### src/common/stall_pkg.sv
// Purpose: shared constants and carriers for the pipeline stall controller
// Assumes: one pipeline cycle per clock edge, big-endian bit numbering for bundles
// Notes: every figure used by more than one file lives here
package stall_pkg;

    // ****************************************
    // timing and field constants
    // ****************************************
    localparam int unsigned CLOCK_MHZ = 20;
    localparam int unsigned ITLB_PENALTY = 11;
    localparam int unsigned ILB_LONG = 2;
    localparam int unsigned ILB_SHORT = 1;
    localparam int unsigned RET_HALF = 2;
    localparam int unsigned TLB_OP_CYCLES = 3;
    localparam int unsigned CNT_W = 4;
    localparam int unsigned REG_W = 5;
    localparam int unsigned FIELD_A_LO = 21;
    localparam int unsigned FIELD_B_LO = 16;
    localparam logic [4:0] CR_NO_LOCK = 5'h0b;
    localparam logic [4:0] CR_LOAD_A = 5'h11;
    localparam logic [4:0] CR_LOAD_B = 5'h13;
    localparam logic [4:0] CR_LOAD_C = 5'h14;
    localparam logic [5:0] SLOT_OPC_MASK = 6'h3a;
    localparam logic [5:0] SLOT_OPC_VAL = 6'h00;
    localparam logic [31:0] SEQ_OFFSET = 32'h0000_0008;

    typedef enum logic [2:0] {
        BR_NONE, BR_REL_FWD, BR_REL_BACK, BR_GATE,
        BR_LINK_REG, BR_VECTORED, BR_EXTERNAL, BR_EXT_LINK
    } branch_kind_t;

    typedef enum logic [1:0] {MT_NONE, MT_CTL, MT_SPACE, MT_CPU} move_to_t;

    typedef enum logic [1:0] {LD_NONE, LD_MEM, LD_CTL, LD_OTHER} load_kind_t;

    typedef struct packed {
        branch_kind_t kind;
        logic in_delay_slot;
        logic [5:0] slot_owner_opc;
        logic ireturn_target;
        logic nullified;
    } branch_info_t;

    typedef struct packed {
        logic dcache_miss;
        logic flush;
        logic mispredict;
        logic branch_taken;
        logic ireturn;
        logic trapped;
        logic nullified;
        logic sq_write;
        logic rmw_read;
        logic subword_store;
        logic next_memref;
        logic tlb_op;
        load_kind_t load_kind;
        logic [4:0] load_cr;
        logic load_miss;
        logic [4:0] load_target;
        logic [31:0] next_bundle;
        move_to_t move_to;
        logic [4:0] move_cr;
        logic ilb_miss;
        logic branch_new_page;
        logic branch_memref;
        logic utb_miss;
        logic pgdir_hit;
        logic icache_miss;
    } stall_req_t;

    typedef struct packed {
        logic stall;
        logic second_phase_en;
        logic fetch_continue;
        logic status_restore;
        logic squash_next;
        logic sr0_write;
        logic ilb_update;
        logic interlock_step;
        logic sys_reg_write;
        logic miss_handle;
        logic tlb_op_go;
        logic pgdir_fetch;
        logic utb_insert;
        logic late_rmw_read;
        logic predict_valid;
        logic predict_taken;
    } stall_ctl_t;

endpackage : stall_pkg

### src/design/branch_predict.sv
// Purpose: static branch prediction for the fetched branch
// Assumes: branch_info valid in the same cycle it is read
// Notes: purely combinational, the caller registers the result
`timescale 1ns/1ns
`default_nettype none
module branch_predict (
    input wire stall_pkg::branch_info_t br,
    output logic pred_valid,
    output logic pred_taken
);
    logic slot_block;

    always_comb
    begin
        slot_block = br.in_delay_slot &&
            ((br.slot_owner_opc & stall_pkg::SLOT_OPC_MASK) == stall_pkg::SLOT_OPC_VAL);
        pred_valid = 1'b0;
        pred_taken = 1'b0;
        // nullified is deliberately not consulted
        case (br.kind)
            stall_pkg::BR_REL_FWD:
            begin
                pred_valid = 1'b1;
                pred_taken = 1'b0;
            end
            stall_pkg::BR_REL_BACK:
            begin
                pred_valid = 1'b1;
                pred_taken = !(slot_block || br.ireturn_target);
            end
            default:
            begin
                pred_valid = 1'b0;
                pred_taken = 1'b0;
            end
        endcase
    end
endmodule : branch_predict
`default_nettype wire

### src/design/use_scoreboard.sv
// Purpose: records the target of a load that retired early on a cache miss
// Assumes: one outstanding early-retired load at a time
// Notes: a new record in the cycle the data lands wins over the clear
`timescale 1ns/1ns
`default_nettype none
module use_scoreboard (
    input wire logic clock,
    input wire logic rst,
    input wire logic ce,
    input wire logic record,
    input wire logic [4:0] target,
    input wire logic data_arrived,
    input wire logic [31:0] bundle,
    output logic hit
);
    logic pending_q;
    logic [4:0] target_q;

    always_ff @(posedge clock or posedge rst)
    begin
        if (rst)
        begin
            pending_q <= 1'b0;
            target_q <= 5'h00;
        end
        else if (ce)
        begin
            if (record)
            begin
                pending_q <= 1'b1;
                target_q <= target;
            end
            else if (data_arrived)
            begin
                pending_q <= 1'b0;
            end
        end
    end

    assign hit = pending_q && !data_arrived &&
        (bundle[stall_pkg::FIELD_A_LO +: stall_pkg::REG_W] == target_q ||
         bundle[stall_pkg::FIELD_B_LO +: stall_pkg::REG_W] == target_q);
endmodule : use_scoreboard
`default_nettype wire

### src/design/pipeline_stall_control.sv
// Purpose: pipeline hang sequencing for a superscalar core
// Assumes: decode holds its request stable while stall is high
// Notes: one clock edge is one hang state, second phase is gated by stall
`timescale 1ns/1ns
`default_nettype none
// Contract
// - freeze only between first and second phase; advance spans second to first
// - several pending stalls: highest fixed priority serviced next
// - data cache miss of load, store or load-and-clear stalls after result first phase
// - data cache flush, flush-entry, purge always stall at least one cycle
// - misprediction costs one cycle; external, vectored, return cost one more
// - register-dependent branches are never predicted
// - forward relative conditional branches predicted not taken
// - backward relative predicted taken unless in marked delay slot or return target
// - nullify indication does not affect prediction
// - interruption return stalls twice, two cycles each
// - keep fetching one cycle from target or queue head plus 8
// - first return hang state restores status word unless trapped; squash follower
// - store queue write beats read-modify-write read; read waits one cycle
// - subword store without memory follower does not stall; reads late
// - translation insert, purge, diagnose stall multi-state unless trapped or nullified
// - load-use on bundle fields 6:10 or 11:15 matching load target
// - loads include control reads 17, 19, 20 and other register reads
// - moves to control (not 11), space, cpu registers always interlock
// - cpu interlock at most once per instruction with an interlock step
// - interlock step writes system registers and handles load misses
// - missed load retires early; later read of target stalls until data
// - lookaside buffer miss stalls two cycles, one for lone new-page branch
// - hardware translation miss fetches directory, inserts; 11 cycles on hit
// - instruction cache miss stalls until critical data, then streams
module pipeline_stall_control (
    input wire logic clock,
    input wire logic rst,
    input wire logic ce,
    input wire stall_pkg::stall_req_t req,
    input wire stall_pkg::branch_info_t br,
    input wire logic [31:0] branch_target,
    input wire logic [31:0] queue_head,
    input wire logic critical_data_valid,
    input wire logic [31:0] addr_in,
    input wire logic [63:0] operand_in,
    output stall_pkg::stall_ctl_t ctl_q,
    output logic [31:0] fetch_addr_q,
    output logic [31:0] addr_q,
    output logic [63:0] operand_q
);
    typedef enum logic [3:0] {
        S_RUN, S_DCACHE, S_MISPRED, S_IRETURN, S_STORE, S_TLBOP,
        S_LOCK, S_USE, S_ILB, S_ITLB, S_ICACHE
    } hang_t;

    hang_t state_q;
    logic [stall_pkg::CNT_W-1:0] cnt_q;
    logic ret_second_q;
    logic locked_q;
    logic pred_valid;
    logic pred_taken;
    logic use_hit;
    logic is_load;
    logic move_lock;
    logic load_use;
    logic lock_need;
    logic store_col;
    logic tlb_need;
    logic dc_need;
    logic extra_cycle;

    // ****************************************
    // condition decode
    // ****************************************
    branch_predict u_pred (
        .br(br),
        .pred_valid(pred_valid),
        .pred_taken(pred_taken)
    );

    use_scoreboard u_sou (
        .clock(clock),
        .rst(rst),
        .ce(ce),
        .record(state_q == S_RUN && !ctl_q.stall && req.load_miss &&
            req.load_kind != stall_pkg::LD_NONE),
        .target(req.load_target),
        .data_arrived(critical_data_valid),
        .bundle(req.next_bundle),
        .hit(use_hit)
    );

    always_comb
    begin
        is_load = req.load_kind == stall_pkg::LD_MEM || req.load_kind == stall_pkg::LD_OTHER ||
            (req.load_kind == stall_pkg::LD_CTL && (req.load_cr == stall_pkg::CR_LOAD_A ||
            req.load_cr == stall_pkg::CR_LOAD_B || req.load_cr == stall_pkg::CR_LOAD_C));
        load_use = is_load &&
            (req.next_bundle[stall_pkg::FIELD_A_LO +: stall_pkg::REG_W] == req.load_target ||
             req.next_bundle[stall_pkg::FIELD_B_LO +: stall_pkg::REG_W] == req.load_target);
        move_lock = (req.move_to == stall_pkg::MT_CTL && req.move_cr != stall_pkg::CR_NO_LOCK) ||
            req.move_to == stall_pkg::MT_SPACE || req.move_to == stall_pkg::MT_CPU;
        lock_need = (load_use || move_lock) && !locked_q;
        // subword store with no memory follower skips the collision stall
        store_col = req.sq_write && req.rmw_read &&
            !(req.subword_store && !req.next_memref);
        tlb_need = req.tlb_op && !req.trapped && !req.nullified;
        dc_need = req.dcache_miss || req.flush;
        extra_cycle = br.kind == stall_pkg::BR_EXTERNAL || br.kind == stall_pkg::BR_EXT_LINK ||
            br.kind == stall_pkg::BR_VECTORED;
    end

    // ****************************************
    // hang sequencer
    // ****************************************
    // the order of the if chain is the service priority
    always_ff @(posedge clock or posedge rst)
    begin
        if (rst)
        begin
            state_q <= S_RUN;
            cnt_q <= '0;
            ret_second_q <= 1'b0;
        end
        else if (ce)
        begin
            case (state_q)
                S_RUN:
                begin
                    if (ctl_q.stall) // request still belongs to the hang just ended
                    begin
                        ret_second_q <= 1'b0;
                    end
                    else if (dc_need)
                    begin
                        state_q <= S_DCACHE;
                        cnt_q <= '0;
                    end
                    else if (req.ireturn)
                    begin
                        state_q <= S_IRETURN;
                        cnt_q <= stall_pkg::CNT_W'(stall_pkg::RET_HALF - 1);
                    end
                    else if (req.mispredict)
                    begin
                        state_q <= S_MISPRED;
                        cnt_q <= extra_cycle ? stall_pkg::CNT_W'(1) : '0;
                    end
                    else if (store_col)
                    begin
                        state_q <= S_STORE;
                        cnt_q <= '0;
                    end
                    else if (tlb_need)
                    begin
                        state_q <= S_TLBOP;
                        cnt_q <= stall_pkg::CNT_W'(stall_pkg::TLB_OP_CYCLES - 1);
                    end
                    else if (lock_need)
                    begin
                        state_q <= S_LOCK;
                        cnt_q <= '0;
                    end
                    else if (use_hit)
                    begin
                        state_q <= S_USE;
                    end
                    else if (req.ilb_miss && !req.utb_miss)
                    begin
                        state_q <= S_ILB;
                        cnt_q <= (req.branch_new_page && !req.branch_memref) ?
                            stall_pkg::CNT_W'(stall_pkg::ILB_SHORT - 1) :
                            stall_pkg::CNT_W'(stall_pkg::ILB_LONG - 1);
                    end
                    else if (req.ilb_miss && req.utb_miss)
                    begin
                        state_q <= S_ITLB;
                        cnt_q <= stall_pkg::CNT_W'(stall_pkg::ITLB_PENALTY - 1);
                    end
                    else if (req.icache_miss)
                    begin
                        state_q <= S_ICACHE;
                    end
                end
                S_DCACHE:
                begin
                    // a flush that hits still spends this one cycle
                    if (!req.dcache_miss || critical_data_valid)
                    begin
                        state_q <= S_RUN;
                    end
                end
                S_USE, S_ICACHE:
                begin
                    if (critical_data_valid)
                    begin
                        state_q <= S_RUN;
                    end
                end
                S_IRETURN:
                begin
                    if (cnt_q != '0)
                    begin
                        cnt_q <= cnt_q - stall_pkg::CNT_W'(1);
                    end
                    else if (!ret_second_q)
                    begin
                        ret_second_q <= 1'b1;
                        cnt_q <= stall_pkg::CNT_W'(stall_pkg::RET_HALF - 1);
                    end
                    else
                    begin
                        state_q <= S_RUN;
                    end
                end
                S_MISPRED, S_STORE, S_TLBOP, S_LOCK, S_ILB, S_ITLB:
                begin
                    if (cnt_q != '0)
                    begin
                        cnt_q <= cnt_q - stall_pkg::CNT_W'(1);
                    end
                    else
                    begin
                        state_q <= S_RUN;
                    end
                end
                default:
                begin
                    state_q <= S_RUN;
                end
            endcase
        end
    end

    // one interlock per instruction: cleared once the pipe really advances
    always_ff @(posedge clock or posedge rst)
    begin
        if (rst)
        begin
            locked_q <= 1'b0;
        end
        else if (ce)
        begin
            if (state_q == S_LOCK)
            begin
                locked_q <= 1'b1;
            end
            else if (state_q == S_RUN && !ctl_q.stall)
            begin
                locked_q <= 1'b0;
            end
        end
    end

    // ****************************************
    // control outputs
    // ****************************************
    always_ff @(posedge clock or posedge rst)
    begin
        if (rst)
        begin
            ctl_q <= '0;
            fetch_addr_q <= 32'h0000_0000;
        end
        else if (ce)
        begin
            ctl_q.stall <= state_q != S_RUN;
            // freeze happens only by withholding the second phase
            ctl_q.second_phase_en <= state_q == S_RUN;
            ctl_q.fetch_continue <= state_q == S_MISPRED && cnt_q == '0;
            if (state_q == S_MISPRED && cnt_q == '0)
            begin
                fetch_addr_q <= req.branch_taken ? branch_target :
                    32'(queue_head + stall_pkg::SEQ_OFFSET);
            end
            ctl_q.status_restore <= state_q == S_IRETURN && !ret_second_q &&
                cnt_q == stall_pkg::CNT_W'(stall_pkg::RET_HALF - 1) && !req.trapped;
            ctl_q.squash_next <= state_q == S_IRETURN && !ret_second_q &&
                cnt_q == stall_pkg::CNT_W'(stall_pkg::RET_HALF - 1);
            ctl_q.sr0_write <= state_q == S_MISPRED && br.kind == stall_pkg::BR_EXT_LINK;
            ctl_q.ilb_update <= (state_q == S_MISPRED && (br.kind == stall_pkg::BR_EXTERNAL ||
                br.kind == stall_pkg::BR_EXT_LINK)) || (state_q == S_IRETURN && cnt_q == '0) ||
                (state_q == S_ILB && cnt_q == '0);
            ctl_q.interlock_step <= state_q == S_LOCK;
            ctl_q.sys_reg_write <= state_q == S_LOCK && move_lock;
            ctl_q.miss_handle <= state_q == S_LOCK && req.load_miss;
            ctl_q.tlb_op_go <= state_q == S_TLBOP &&
                cnt_q == stall_pkg::CNT_W'(stall_pkg::TLB_OP_CYCLES - 1);
            ctl_q.pgdir_fetch <= state_q == S_ITLB &&
                cnt_q == stall_pkg::CNT_W'(stall_pkg::ITLB_PENALTY - 1);
            ctl_q.utb_insert <= state_q == S_ITLB && cnt_q == '0 && req.pgdir_hit;
            ctl_q.late_rmw_read <= state_q == S_RUN && req.subword_store &&
                !req.next_memref;
            ctl_q.predict_valid <= pred_valid;
            ctl_q.predict_taken <= pred_taken;
        end
    end

    // operands from the last step are repeated through the freeze
    always_ff @(posedge clock or posedge rst)
    begin
        if (rst)
        begin
            addr_q <= 32'h0000_0000;
            operand_q <= 64'h0000_0000_0000_0000;
        end
        else if (ce && state_q == S_RUN)
        begin
            addr_q <= addr_in;
            operand_q <= operand_in;
        end
    end

    // ****************************************
    // checks
    // ****************************************
    a_phase_gate: assert property (@(posedge clock) disable iff (rst)
        ctl_q.stall |-> !ctl_q.second_phase_en)
        else $error("second phase enabled during a freeze");
    a_flush_min: assert property (@(posedge clock) disable iff (rst)
        (ce && state_q == S_RUN && !ctl_q.stall && req.flush) |=> ##1 ctl_q.stall)
        else $error("flush did not stall");
    a_mispred_len: assert property (@(posedge clock) disable iff (rst)
        (ce && state_q == S_RUN && !ctl_q.stall && !dc_need && !req.ireturn &&
        req.mispredict && !extra_cycle) |=> state_q == S_MISPRED ##1 state_q == S_RUN)
        else $error("plain misprediction not one cycle");
    a_ret_len: assert property (@(posedge clock) disable iff (rst || !ce)
        $rose(state_q == S_IRETURN) |-> (state_q == S_IRETURN) [*4] ##1 state_q == S_RUN)
        else $error("return hang not four cycles");
    a_store_once: assert property (@(posedge clock) disable iff (rst || !ce)
        state_q == S_STORE |=> state_q == S_RUN)
        else $error("store collision held over one cycle");
    a_itlb_len: assert property (@(posedge clock) disable iff (rst || !ce)
        $rose(state_q == S_ITLB) |-> ##10 state_q == S_ITLB ##1
        (state_q == S_RUN && ctl_q.utb_insert == $past(req.pgdir_hit)))
        else $error("translation miss penalty wrong");
    a_lock_once: assert property (@(posedge clock) disable iff (rst || !ce)
        state_q == S_LOCK |=> state_q != S_LOCK)
        else $error("second interlock for one instruction");
    a_use_wait: assert property (@(posedge clock) disable iff (rst || !ce)
        (state_q == S_USE && !critical_data_valid) |=> state_q == S_USE)
        else $error("stall-on-use left before data");
    a_operand_hold: assert property (@(posedge clock) disable iff (rst || !ce)
        (state_q != S_RUN) |=> $stable(addr_q) && $stable(operand_q))
        else $error("operands moved during freeze");
    a_no_predict: assert property (@(posedge clock) disable iff (rst || !ce)
        (br.kind == stall_pkg::BR_VECTORED || br.kind == stall_pkg::BR_GATE) |=>
        !ctl_q.predict_valid)
        else $error("register branch predicted");
endmodule : pipeline_stall_control
`default_nettype wire

### config.mk
export PLATFORM = sky130hd
export DESIGN_NAME = pipeline_stall_control
export DESIGN_NICKNAME = d
export VERILOG_FILES = /design/src/common/stall_pkg.sv /design/src/design/branch_predict.sv /design/src/design/use_scoreboard.sv /design/src/design/pipeline_stall_control.sv
export SDC_FILE = /design/constraint.sdc
export NUM_CORES = 1
export LEC_CHECK = 0
export ABC_CLOCK_PERIOD_IN_PS = 4300
export CAP_MARGIN = 20
export CORE_AREA = 4 4 151 153
export DETAILED_ROUTE_END_ITERATION = 8
export DIE_AREA = 0 0 155 157
export DONT_BUFFER_PORTS = 1
export PLACE_DENSITY = 0.53
export SLEW_MARGIN = 20
export SYNTH_ARGS = -nofsm -noshare
export SYNTH_HDL_FRONTEND = slang
export SYNTH_SLANG_ARGS = --single-unit
### constraint.sdc
create_clock -name clock -period 4.3 [get_ports clock]
set_clock_uncertainty 0.15 [all_clocks]
set_input_delay 0.215 -clock clock [delete_from_list [all_inputs] [get_ports clock]]
set_output_delay 0.215 -clock clock [all_outputs]
set_load 0.01 [all_outputs]
==> metrics <==
leak pwr 0.00445 µW; worst slew pin tran 997 ps; slowest library cell on the worst path dlygate4sd3_1; Seq cells post-synth 160; grt total ovfl 0; max-cap viol count 0; core area 0.0216 mm²; worst-path fanout max 66; Detailed Place HPWL 16200 µm; PD cells 609 mW/mm²; Port Buffers 0; root buffer cell clkbuf_16; ys async rst share 100%; antenna violations before repair 0; post-CTS sizing 0; Synth Instances 676; synthesized area per cell 11.5 µm²; Ports 390; post-layout minimum cycle time 3320 ps; largest net degree at the start of global routing 134; Max clock buf depth 2; share of layout cells above drive strength 1 18.0%; Net Count, Synth 927; GPL Wtd Cong 0.949; TritonRoute pass-1 iters 5; Slew Viols, Final 0; worst hold slack 23.4 ps; Worst EP arrival 3520 ps; final setup vio count 0; Slew headroom 33.3%; Post-synth EDFFs 0; wire length of the first global-routing pass 36000 µm; sequential area share after synthesis 51.7%; number of distinct library cells after synthesis 67; Die Ht 157 µm; synth-to-layout area growth 35.0%; Max Clk Rate 301 MHz; drt wl/cell 20.5 µm; Worst-Skew Late Latency 420 ps; DRC 0; H-tree levels 4; DRT iter0 DRCs 385; CP Launch Type flop; synthesized area 0.00774 mm²; routed vias/inst 5.32; Top FF cell, synth dfrtp_1; CP peak stage delay 600 ps; Placed Area 0.00798 mm²; CP required 4500 ps; std cell rows 54; Final Cycle Share 77.2%; critical path class flop to flop; crit-path cells inv_1 -> ha_1 -> nor3b_1 -> nand2_2 -> buf_4 -> or2_1 -> o221ai_1 -> dlygate4sd3_1; Starting Density 35.9%; Hold Crit Class input port to flop; status finished, final reports clean; peak supply drop 0.253 mV; die area 0.0243 mm²; CP endpoint kind flop; CTS Buf Count 17; Post-Route Setup TNS 0 ps; WL final 23500 µm; CTS tree yes; final hold violation count 0; Ant. Diodes 0; RSZ-0062 raised after global routing no; antenna-violating nets left 0; Final #Nets 1106; Worst-path clk slew 70 ps; GRT Total Usage 18.6%; Synth warnings 0; post-route cell area 0.0105 mm²; Die Wd 155 µm; Clock Sinks 160; vias in the first global route 6700; via count 6106
-- logic make-up (layout without fill, tap and decap cells) --
group	after synthesis	in the layout	share of synthesized area (%)
compound gates	105	105	9.66
xor+xnor	49	49	5.54
mux	112	112	16.5
buf+inv	54	246	3.22
simple gates	191	191	12.6
fa+ha+maj	5	5	0.808
flops	160	160	51.7
-- path summary, 6_finish.rpt --
check | start | endpoint | slack [ps] | cells after the start
min in group asynchronous | rst | fetch_addr_q[19] | 230 | 2
min reg2reg | u_sou.pending_q | u_sou.pending_q | 340 | 1
max in group asynchronous | rst | state_q[0] | 2590 | 3
min | ce | locked_q | 20 | 3
max | cnt_q[0] | fetch_addr_q[30] | 980 | 8
max reg2reg | cnt_q[0] | fetch_addr_q[30] | 980 | 8
-- cells in the mapped netlist (8+ instances only) --
| master | n | share of area, % |
|---|---|---|
| buf_2 | 10 | 0.65 |
| inv_1 | 23 | 1.1 |
| nor4_1 | 8 | 0.65 |
| clkbuf_1 | 12 | 0.58 |
| nand4_1 | 10 | 0.81 |
| a21oi_1 | 17 | 1.1 |
| nand3_1 | 21 | 1.4 |
| mux2i_1 | 11 | 1.4 |
| nand2_1 | 78 | 3.8 |
| o221ai_1 | 13 | 1.5 |
| mux2_2 | 94 | 14 |
| nor2_1 | 30 | 1.5 |
| xnor2_1 | 18 | 2.0 |
| o21ai_0 | 31 | 2.0 |
| dfrtp_1 | 160 | 52 |
| xor2_1 | 31 | 3.5 |
-- cell type report --
class,instances,area [µm²]
Timing Repair Buffer,190,1910
Inverter,24,93.8
Tap cell,280,350
Clock inverter,14,168
Multi-Input combinational cell,462,3490
Fill cell,1894,11100
Sequential cell,160,4000
Clock buffer,18,429
-- flip-flops by register name (all words and copies together), names as in the netlist --
register,flops
operand_q,64
addr_q,32
fetch_addr_q,32
ctl_q,16
u_sou.target_q,5
cnt_q,4
state_q,4
locked_q,1
ret_second_q,1
u_sou.pending_q,1
-- report_power, final --
| group | internal [µW] | switching [µW] | leakage, µW | total, µW |
|---|---|---|---|---|
| Sequential | 2180 | 913 | 0.00200 | 3090 |
| Combinational | 1010 | 739 | 0.00216 | 1750 |
| Clock | 832 | 691 | 0.000282 | 1520 |
-- layout by cell type (no fill, tap or decap), types with 7 or more instances in the layout --
cell	count
dlygate4sd3_1	185
dfrtp_1	160
mux2_2	94
nand2_1	77
o21ai_0	31
xor2_1	31
nor2_1	30
inv_1	22
nand3_1	21
xnor2_1	18
a21oi_1	17
clkbuf_16	17
o221ai_1	13
mux2i_1	11
nand4_1	10
nor4_1	8
and3_1	7
o22ai_1	7
mux2_4	7
-- per-layer routing --
layer  track usage [%]  wire length (µm)  vias up
met5                 0                 0        -
met4              6.48               513        0
met3              6.21              2240       33
met2              32.9             12300      313
met1              21.0              8510     2995
li1                  -                 -     2765
-- metrics by stage --
step                worst slack [ps]  util [%]  total power [µW]  instances
finish                           982      48.5              6360       1148
global route                     828      48.5              6750       1148
CTS                             1100      48.5              6430       1148
detailed placement              1630      37.0              4640        930
global placement                1740      37.0              4550        930
floorplan                       1910         -              4170        676
-- repair_timing --
| action | in CTS | in global routing |
|---|---|---|
| hold buffers | 186 | 0 |
| setup buffers | 0 | 0 |
| hold endpoints to repair | 186 | 0 |
-- critical path, delay by kind of cell, from the launching register on --
family,cells,cell delay [ps]
adders and majority gates,1,200
buffers and inverters,3,1060
AOI/OAI and AO/OA,1,300
and+or+nand+nor,3,1080
DFF,1,430
(Power assumes the default switching activity.)
